<file path="config.mk">
export PLATFORM = sky130hd
export DESIGN_NAME = pcg_gate_bank
export DESIGN_NICKNAME = d
export VERILOG_FILES = /design/src/hdl/pcg_pkg.sv /design/src/hdl/pcg_gate_bank.sv
export SDC_FILE = /design/constraint.sdc
export NUM_CORES = 1
export LEC_CHECK = 0
export ABC_AREA = 1
export BUFFER_PORTS_ARGS = -buffer_cell sky130_fd_sc_hd__buf_2
export CORE_ASPECT_RATIO = 1.4
export CORE_MARGIN = 1
export CORE_UTILIZATION = 46
export CTS_CLUSTER_SIZE = 30
export DETAILED_ROUTE_END_ITERATION = 10
export PLACE_DENSITY = 0.77
export SLEW_MARGIN = 20
export SYNTH_ARGS = -nofsm -noshare
export SYNTH_HDL_FRONTEND = slang
export SYNTH_SLANG_ARGS = --single-unit
</file>
<file path="constraint.sdc">
create_clock -name clk_i -period 1.52 [get_ports clk_i]
set_input_delay 0.304 -clock clk_i [delete_from_list [all_inputs] [get_ports clk_i]]
set_output_delay 0.304 -clock clk_i [all_outputs]
set_load 0.03 [all_outputs]
</file>
<file path="src/hdl/pcg_pkg.sv">
// Package for the peripheral clock gate bank: offsets, layouts, types
package pcg_pkg;

   localparam int unsigned ADDR_W = 12;

   localparam logic [11:0] RUN_GATE_OFF = 12'h104;
   localparam logic [11:0] SLEEP_GATE_OFF = 12'h114;
   localparam logic [11:0] DEEP_GATE_OFF = 12'h124;
   localparam logic [11:0] RUN_CFG_OFF = 12'h200;
   localparam logic [11:0] IRQ_STATUS_OFF = 12'h300;
   localparam logic [11:0] IRQ_MASK_OFF = 12'h304;
   localparam logic [11:0] ACTIVE_OFF = 12'h308;

   localparam logic [31:0] GATE_RESET = 32'h0000_0000;
   localparam logic [31:0] GATE_MASK = 32'h0707_1133;
   localparam logic [31:0] RUN_CFG_RESET = 32'h0000_0000;
   localparam int unsigned AUTO_GATE_BIT = 27;
   localparam logic [31:0] RUN_CFG_MASK = 32'h0800_0000;
   localparam logic [31:0] IRQ_RESET = 32'h0000_0000;

   typedef struct packed {
      logic [4:0] rsvd_31_27;
      logic comparator_two_gate;
      logic comparator_one_gate;
      logic comparator_zero_gate;
      logic [4:0] rsvd_23_19;
      logic gp_counter_two_gate;
      logic gp_counter_one_gate;
      logic gp_counter_zero_gate;
      logic [2:0] rsvd_15_13;
      logic two_wire_zero_gate;
      logic [2:0] rsvd_11_9;
      logic encoder_zero_gate;
      logic [1:0] rsvd_7_6;
      logic sync_serial_one_gate;
      logic sync_serial_zero_gate;
      logic [1:0] rsvd_3_2;
      logic async_serial_one_gate;
      logic async_serial_zero_gate;
   } pcg_gate_t;

   typedef enum logic [1:0] {
      PCG_MODE_RUN = 2'b00,
      PCG_MODE_SLEEP = 2'b01,
      PCG_MODE_DEEP = 2'b10
   } pcg_mode_t;

   typedef struct packed {
      logic psel;
      logic penable;
      logic pwrite;
      logic [ADDR_W-1:0] paddr;
      logic [31:0] pwdata;
   } pcg_apb_req_t;

   typedef struct packed {
      logic [31:0] prdata;
      logic pready;
      logic pslverr;
   } pcg_apb_rsp_t;

endpackage

</file>
<file path="src/hdl/pcg_gate_bank.sv">
// Peripheral clock gate bank with APB register slave
//
// Implementation choice: register access over APB.
`timescale 1ns/100ps

// Operation
// - A set enable bit clocks its peripheral and a clear bit stops its clock.
// - An access to a peripheral whose clock is gated off is answered with a fault.
// - After reset every sleep-mode enable bit is zero and the register reads zero.
// - Enables come from the run, sleep or deep-sleep register by power mode.
// - The low-power registers apply only while the auto gating bit is set.
// - The sleep-mode gating register is a 32-bit word at offset 0x114.
// - Bits 26, 25 and 24 gate analog comparators 2, 1 and 0.
// - Bits 18, 17 and 16 gate general-purpose timers 2, 1 and 0.
// - Bit 12 gates two-wire serial unit 0.
// - Bit 8 gates quadrature encoder unit 0.
// - Bits 5 and 4 gate synchronous serial ports 1 and 0.
// - Bits 1 and 0 gate asynchronous serial units 1 and 0.
// - Reserved bits read as zero and software writes back what it read.
// - The run-mode gating register sits at 0x104 with the same bit layout.
module pcg_gate_bank (
   input wire logic clk_i,
   input wire logic rst_i,
   input wire pcg_pkg::pcg_apb_req_t apb_req_i,
   output pcg_pkg::pcg_apb_rsp_t apb_rsp_o,
   input wire logic sleep_i,
   input wire logic deep_sleep_i,
   input wire logic [31:0] periph_sel_i,
   output logic [31:0] periph_fault_o,
   output logic [31:0] periph_clk_o,
   output logic [31:0] periph_clk_en_o,
   output pcg_pkg::pcg_mode_t power_mode_o,
   output logic irq_o
);

   // Registers
   pcg_pkg::pcg_gate_t run_gate_reg;
   pcg_pkg::pcg_gate_t run_gate_next;
   pcg_pkg::pcg_gate_t sleep_gate_reg;
   pcg_pkg::pcg_gate_t sleep_gate_next;
   pcg_pkg::pcg_gate_t deep_gate_reg;
   pcg_pkg::pcg_gate_t deep_gate_next;
   logic [31:0] run_cfg_reg;
   logic [31:0] run_cfg_next;
   logic [31:0] irq_status_reg;
   logic [31:0] irq_status_next;
   logic [31:0] irq_mask_reg;
   logic [31:0] irq_mask_next;
   logic [31:0] active_reg;
   logic [31:0] active_next;
   logic [31:0] clk_en_low_reg;
   logic [31:0] prdata_reg;
   logic [31:0] prdata_next;
   pcg_pkg::pcg_mode_t mode_reg;
   pcg_pkg::pcg_mode_t mode_next;

   // Decode wires
   wire logic setup_phase;
   wire logic access_phase;
   wire logic wr_access;
   wire logic hit_run;
   wire logic hit_sleep;
   wire logic hit_deep;
   wire logic hit_cfg;
   wire logic hit_status;
   wire logic hit_mask;
   wire logic hit_active;
   wire logic mapped;
   wire logic auto_gate;
   wire logic [31:0] wdata_gate;
   wire logic [31:0] fault_event;
   wire logic [31:0] status_clear;
   wire logic [31:0] read_mux;
   logic [31:0] selected;

   // Word match on a full aligned byte address
   function automatic logic addr_hit(input logic [11:0] addr, input logic [11:0] off);
      addr_hit = (addr == off);
   endfunction

   // Masked replacement of a register on write
   function automatic logic [31:0] wr_merge(input logic [31:0] cur,
                                            input logic [31:0] data,
                                            input logic [31:0] mask,
                                            input logic hit);
      wr_merge = hit ? (data & mask) : cur;
   endfunction

   // Field-by-field copy; anything outside a named enable reads zero
   function automatic pcg_pkg::pcg_gate_t gate_fields(input logic [31:0] raw);
      pcg_pkg::pcg_gate_t src;
      src = raw;
      gate_fields = '0;
      gate_fields.comparator_two_gate = src.comparator_two_gate;
      gate_fields.comparator_one_gate = src.comparator_one_gate;
      gate_fields.comparator_zero_gate = src.comparator_zero_gate;
      gate_fields.gp_counter_two_gate = src.gp_counter_two_gate;
      gate_fields.gp_counter_one_gate = src.gp_counter_one_gate;
      gate_fields.gp_counter_zero_gate = src.gp_counter_zero_gate;
      gate_fields.two_wire_zero_gate = src.two_wire_zero_gate;
      gate_fields.encoder_zero_gate = src.encoder_zero_gate;
      gate_fields.sync_serial_one_gate = src.sync_serial_one_gate;
      gate_fields.sync_serial_zero_gate = src.sync_serial_zero_gate;
      gate_fields.async_serial_one_gate = src.async_serial_one_gate;
      gate_fields.async_serial_zero_gate = src.async_serial_zero_gate;
   endfunction

   assign setup_phase = apb_req_i.psel & ~apb_req_i.penable;
   assign access_phase = apb_req_i.psel & apb_req_i.penable;
   assign wr_access = access_phase & apb_req_i.pwrite;

   assign hit_sleep = addr_hit(apb_req_i.paddr, pcg_pkg::SLEEP_GATE_OFF);
   assign hit_run = addr_hit(apb_req_i.paddr, pcg_pkg::RUN_GATE_OFF);
   assign hit_deep = addr_hit(apb_req_i.paddr, pcg_pkg::DEEP_GATE_OFF);
   assign hit_cfg = addr_hit(apb_req_i.paddr, pcg_pkg::RUN_CFG_OFF);
   assign hit_status = addr_hit(apb_req_i.paddr, pcg_pkg::IRQ_STATUS_OFF);
   assign hit_mask = addr_hit(apb_req_i.paddr, pcg_pkg::IRQ_MASK_OFF);
   assign hit_active = addr_hit(apb_req_i.paddr, pcg_pkg::ACTIVE_OFF);

   assign mapped = hit_run | hit_sleep | hit_deep | hit_cfg |
                   hit_status | hit_mask | hit_active;

   assign wdata_gate = gate_fields(apb_req_i.pwdata);

   always_comb begin
      run_gate_next = wr_merge(run_gate_reg, wdata_gate, pcg_pkg::GATE_MASK,
                               wr_access & hit_run);
      sleep_gate_next = wr_merge(sleep_gate_reg, wdata_gate, pcg_pkg::GATE_MASK,
                                 wr_access & hit_sleep);
      deep_gate_next = wr_merge(deep_gate_reg, wdata_gate, pcg_pkg::GATE_MASK,
                                wr_access & hit_deep);
      run_cfg_next = wr_merge(run_cfg_reg, apb_req_i.pwdata, pcg_pkg::RUN_CFG_MASK,
                              wr_access & hit_cfg);
      irq_mask_next = wr_merge(irq_mask_reg, apb_req_i.pwdata, pcg_pkg::GATE_MASK,
                               wr_access & hit_mask);
   end

   assign auto_gate = run_cfg_reg[pcg_pkg::AUTO_GATE_BIT];

   // Power mode follows the processor; deep sleep outranks sleep
   always_comb begin
      if (deep_sleep_i) begin
         mode_next = pcg_pkg::PCG_MODE_DEEP;
      end else if (sleep_i) begin
         mode_next = pcg_pkg::PCG_MODE_SLEEP;
      end else begin
         mode_next = pcg_pkg::PCG_MODE_RUN;
      end
   end

   always_comb begin
      case (mode_reg)
         pcg_pkg::PCG_MODE_RUN: begin
            selected = run_gate_reg;
         end
         pcg_pkg::PCG_MODE_SLEEP: begin
            selected = auto_gate ? sleep_gate_reg : run_gate_reg;
         end
         pcg_pkg::PCG_MODE_DEEP: begin
            selected = auto_gate ? deep_gate_reg : run_gate_reg;
         end
         default: begin
            selected = run_gate_reg;
         end
      endcase
   end

   assign active_next = gate_fields(selected);

   assign fault_event = periph_sel_i & ~active_reg & pcg_pkg::GATE_MASK;
   assign periph_fault_o = fault_event;

   // One-to-clear write strobe for the status word
   assign status_clear = (wr_access & hit_status) ? apb_req_i.pwdata : 32'h0000_0000;

   // Set wins over the one-to-clear write
   assign irq_status_next = (irq_status_reg & ~status_clear) | fault_event;

   assign irq_o = |(irq_status_reg & irq_mask_reg);

   assign read_mux = hit_run ? run_gate_reg :
                     hit_sleep ? sleep_gate_reg :
                     hit_deep ? deep_gate_reg :
                     hit_cfg ? run_cfg_reg :
                     hit_status ? irq_status_reg :
                     hit_mask ? irq_mask_reg :
                     hit_active ? active_reg : 32'h0000_0000;

   // Read data sampled in setup so the access phase needs no wait
   assign prdata_next = (setup_phase & ~apb_req_i.pwrite) ? read_mux : prdata_reg;

   assign apb_rsp_o.prdata = prdata_reg;
   assign apb_rsp_o.pready = 1'b1;
   assign apb_rsp_o.pslverr = access_phase & ~mapped;

   always_ff @(posedge clk_i) begin
      if (rst_i) begin
         run_gate_reg <= pcg_pkg::GATE_RESET;
      end else begin
         run_gate_reg <= run_gate_next;
      end
   end

   always_ff @(posedge clk_i) begin
      if (rst_i) begin
         sleep_gate_reg <= pcg_pkg::GATE_RESET;
      end else begin
         sleep_gate_reg <= sleep_gate_next;
      end
   end

   always_ff @(posedge clk_i) begin
      if (rst_i) begin
         deep_gate_reg <= pcg_pkg::GATE_RESET;
      end else begin
         deep_gate_reg <= deep_gate_next;
      end
   end

   // Only the auto gating bit is kept
   always_ff @(posedge clk_i) begin
      if (rst_i) begin
         run_cfg_reg <= pcg_pkg::RUN_CFG_RESET;
      end else begin
         run_cfg_reg <= run_cfg_next;
      end
   end

   // Sticky events, cleared only by a one written
   always_ff @(posedge clk_i) begin
      if (rst_i) begin
         irq_status_reg <= pcg_pkg::IRQ_RESET;
      end else begin
         irq_status_reg <= irq_status_next;
      end
   end

   // Interrupt mask, same layout as the gates
   always_ff @(posedge clk_i) begin
      if (rst_i) begin
         irq_mask_reg <= pcg_pkg::IRQ_RESET;
      end else begin
         irq_mask_reg <= irq_mask_next;
      end
   end

   // Read word held until the next read setup
   always_ff @(posedge clk_i) begin
      if (rst_i) begin
         prdata_reg <= 32'h0000_0000;
      end else begin
         prdata_reg <= prdata_next;
      end
   end

   // Core sleep levels share this clock, so no synchroniser
   always_ff @(posedge clk_i) begin
      if (rst_i) begin
         mode_reg <= pcg_pkg::PCG_MODE_RUN;
      end else begin
         mode_reg <= mode_next;
      end
   end

   // applied set changes only on an edge
   always_ff @(posedge clk_i) begin
      if (rst_i) begin
         active_reg <= pcg_pkg::GATE_RESET;
      end else begin
         active_reg <= active_next;
      end
   end

   // Enable retimed on the low phase so the AND gate cannot glitch
   always_ff @(negedge clk_i) begin
      if (rst_i) begin
         clk_en_low_reg <= pcg_pkg::GATE_RESET;
      end else begin
         clk_en_low_reg <= active_reg;
      end
   end

   assign periph_clk_o = {32{clk_i}} & clk_en_low_reg;
   assign periph_clk_en_o = active_reg;
   assign power_mode_o = mode_reg;

endmodule

</file>
# == Word-level counts from Yosys, hierarchy flattened ==
# Index checks and enable logic that the tools add are counted.
# op_classes
n_mux,13
n_bitwise,27
reduce_logical,2
eq_ne,9
# ops
cell,n
two-way mux 32 bit,7
two-way mux 27 bit,3
AND 32 bit,2
one-hot mux 27 bit (2 select lines),1
"== test 12 x 10 -> 1 bit, second input constant",4
"== test 12 x 9 -> 1 bit, second input constant",3
AND 32 x 27 -> 32 bit,1
NOT 32 bit,1
OR 32 x 27 -> 32 bit,1
OR reduction 32 bit,1
AND 27 bit,1
NOT 27 bit,1
AND 1 bit,11
OR 1 bit,6
NOT 1 bit,3
"== test 2 x 1 -> 1 bit, second input constant",1
"== test 2 bit, second input constant",1
two-way mux 2 bit,1
OR reduction 2 bit,1
two-way mux 1 bit,1
# word_totals
elab_cells,95
inputBits,83
register_bits,159
out_inout_bits,133

# == Longest topological paths before layout ==
# depth
ltp_word,9
mapped_depth,11
mapped_depth_nobuf,10

==> impl_summary.log <==
INFO  metric outcome = complete, but fails checks
INFO  metric failed_checks = negative setup slack
INFO  metric synth-async-reset-ratio = 0%
INFO  metric number_of_antenna_violations_at_the_first_check_in_global_routing = 0
INFO  metric post_drt_wl_per_cell = 13.8 um
INFO  metric die_h = 141 um
INFO  metric final_max_slew_viol_count = 0
INFO  metric cts_tree = built
INFO  metric synth_enable_flop_cells = 0
INFO  metric initial_utilization = between 40% and 50%
INFO  metric layout.nets = 1,193
INFO  metric crit_path_end_kind = primary output
INFO  metric synth_area = 6330 um^2
INFO  metric final.setup.worst_slack = -0.663 ns
INFO  metric io-pin-count = 216
INFO  metric seq_area_frac_synth = between 40% and 50%
INFO  metric min-delay-path-class = in2reg
INFO  metric power_report.internal_total = 7.41 mW
INFO  metric kind_of_critical_path = reg2out
INFO  metric port_buffers = about 130
INFO  metric rsz_0062_raised_after_global_routing = true
INFO  metric cts_clock_pin_slew_for_the_worst_setup_and_hold_paths = 0.06 ns
INFO  metric globalRouteTotalUtil = between 20% and 30%
INFO  metric crit_arrival = roughly 1.9 ns
INFO  metric timing.critical_path.required = ~1.2 ns
INFO  metric fp.dieW = 101 um
INFO  metric timing.critical_path.slowest_stage_cell = dfxtp_2
INFO  metric seq_power_share = 36.8%
INFO  metric worst_clk_skew = 0.0583 ns
INFO  metric hp-start = apb_req_i[6]
INFO  metric route.detailed.drc = 0
INFO  metric cap_violations = 0
INFO  metric share_of_post_route_cells_with_drive_strength_above_1 = between 30 and 40%
INFO  metric critPathBufInv = 2
INFO  metric synth_area_per_cell = 7.11 um^2
INFO  metric place_congestion = 0.909
INFO  metric hold-path-cell-count = 4
INFO  metric power_frac_comb = 7.8%
INFO  metric antenna_cells = 0
INFO  metric crit_family = flip-flops
INFO  metric ys_types = 33
INFO  metric design.core.area = 13,400 um^2
INFO  metric rows = 50
INFO  metric power.share.clock = 55.4%
INFO  metric die_area = 14,200 um^2
INFO  metric post-route-cell-area = 8880 um^2
INFO  metric vias = 6,507
INFO  metric yosys_warnings = 0
INFO  metric placedInstanceArea = roughly 7500 um^2
INFO  metric drt.antenna.violating_nets = 0
INFO  metric final-hold-violation-count = 0
INFO  metric total_leakage_power = 4.33 nW
INFO  metric grt_pass1_vias = roughly 6,300
INFO  metric non_filler_cells_final = 1,305
INFO  metric reg2regPathDepth = 7
INFO  metric fin_total_pwr = about 10 mW
INFO  metric cp_slowest_stage_delay = 0.32 ns
INFO  metric instance_count_on_the_critical_path = 3
INFO  metric yosys_register_bits = 139
INFO  metric power.switching = about 2.6 mW
INFO  metric power_density_relative_to_cell_area = 1130 nW/um^2
INFO  metric firstDrtPassIters = 6
INFO  metric place.detailed.instances = between 1,000 and 1,500
INFO  metric netlist_instances = 891
INFO  metric startpoint_type = register
INFO  metric detailedRoute.firstIterationViolations = 526
INFO  metric globalRoute.totalOverflow = 0
INFO  metric timing.critical_path.cells = nand2_2, inv_2, buf_6
INFO  metric setup_viol_count_final = 27
INFO  metric viasPerCell = 4.99
INFO  metric areaGrowthSynthToFinish = 40.2%
INFO  metric critical_path.max_fanout = 1
INFO  metric worstReg2RegStart = power_mode_o[0]
INFO  metric synth_flop_cell = dfxtp_1
INFO  metric wire_length_of_the_first_global_routing_pass = 28.5 mm
INFO  metric crit_path_from = clk_en_low_reg[17]
INFO  metric grt_start_max_net_pins = 31
INFO  metric clock_latency = approximately 0.6 ns
INFO  metric power_switching_share = a little over a quarter
INFO  metric wl = 18.0 mm
INFO  metric dpl.hpwl = 12.3 mm
INFO  metric irDropWorstVdd = 758 uV
[layer usage]
metal / part of all wire [%] / wire length, um / vias to the layer above / track usage, %
met5: 0 / 0 / - / 0
li1: - / - / 3133 / -
met2: 51 / 9210 / 348 / 43.5
met1: 38 / 6780 / 2950 / 27.9
met4: 3.9 / 696 / 0 / 16.7
met3: 7.3 / 1320 / 76 / 8.33
[worst min-delay path, stage by stage]
cell and delay, ns:
buf_2 0.07, nand2_1 0.04, nand3_1 0.05, inv_1 0.03
[cell families after synthesis]
| group | Yosys count | share of synthesized area, % |
|---|---|---|
| other cells | 2 | 0.119 |
| buf+inv | 201 | 16.0 |
| simple gates | 408 | 27.7 |
| flops | 139 | 43.9 |
| compound gates | 139 | 11.9 |
| fa+ha+maj | 2 | 0.395 |
[area by class of cell]
| type | count | area (um^2) |
|---|---|---|
| fillers | 1058 | 4510 |
| well taps | 182 | 228 |
| clock inverters | 38 | 269 |
| repair buffers | 207 | 1550 |
| inverters | 90 | 340 |
| clock buffers | 39 | 751 |
| flip-flops and latches | 139 | 2810 |
| multi-input cells | 610 | 2930 |
[power by group through the flow]
stage	combinational [mW]	clock [mW]	sequential [mW]
after floorplan	0.539	0.120	3.77
after global placement	0.680	0.0578	3.77
after detailed placement	0.686	0.0578	3.77
after CTS	0.740	5.70	3.69
after global routing	0.839	5.83	3.69
final	0.783	5.55	3.69
[metrics by stage]
step	setup WS (ns)	utilization, %	hold WS, ns	TNS (ns)
finish	-0.663	66.3	0.0107	-8.10
floorplan	-0.0765	-	0.417	-0.276
CTS	-0.660	65.0	0.00342	-8.18
global route	-0.723	66.3	0.00822	-9.24
global placement	-0.232	56.1	0.434	-11.70
detailed placement	-0.238	56.1	0.439	-14.88
[synthesized netlist by cell type, types with 4 or more instances]
master | n | area, um^2
inv_2 | 6 | 22.5
nor2_4 | 5 | 56.3
nand2_1 | 181 | 679
a22o_1 | 12 | 105
nand4_1 | 13 | 81.3
nand3_1 | 49 | 245
dfxtp_1 | 139 | 2780
nor3_1 | 11 | 55.1
buf_4 | 65 | 488
inv_1 | 96 | 360
nor2_1 | 133 | 499
o21ai_0 | 51 | 255
clkbuf_1 | 26 | 97.6
buf_2 | 4 | 20.0
o21ai_1 | 21 | 105
nor2_2 | 4 | 25.0
a21oi_1 | 49 | 245
[path summary, 6_finish.rpt]
check	slack [ns]	endpoint
max	-0.66	periph_clk_o[17]
min	0.01	irq_status_reg[6]
max reg2reg	-0.01	periph_clk_en_o[24]
min reg2reg	0.45	prdata_reg[8]
[what timing repair did]
item                       CTS  global route
hold buffers                 2             0
setup endpoints to repair   38            40
pin swaps                   20            10
gates cloned                 0             1
gates resized for setup     98            47
buffers inserted            11            12
hold endpoints to repair     2             0
[cells in the final DEF, fill, tap and decap left out, types with 9 or more instances in the layout]
cell type,n
conb_1,61
inv_2,45
nand2_1,164
o21ai_0,51
nand4_1,13
o21ai_1,21
nor2_4,9
nor3_1,10
nand2_2,18
clkbuf_16,24
dfxtp_1,118
buf_4,67
a22o_1,12
buf_6,29
nand3_1,48
nor2_1,126
dfxtp_2,21
buf_2,106
buf_12,15
a21oi_1,47
inv_1,67
No activity file was read; power rests on OpenSTA's default activity.
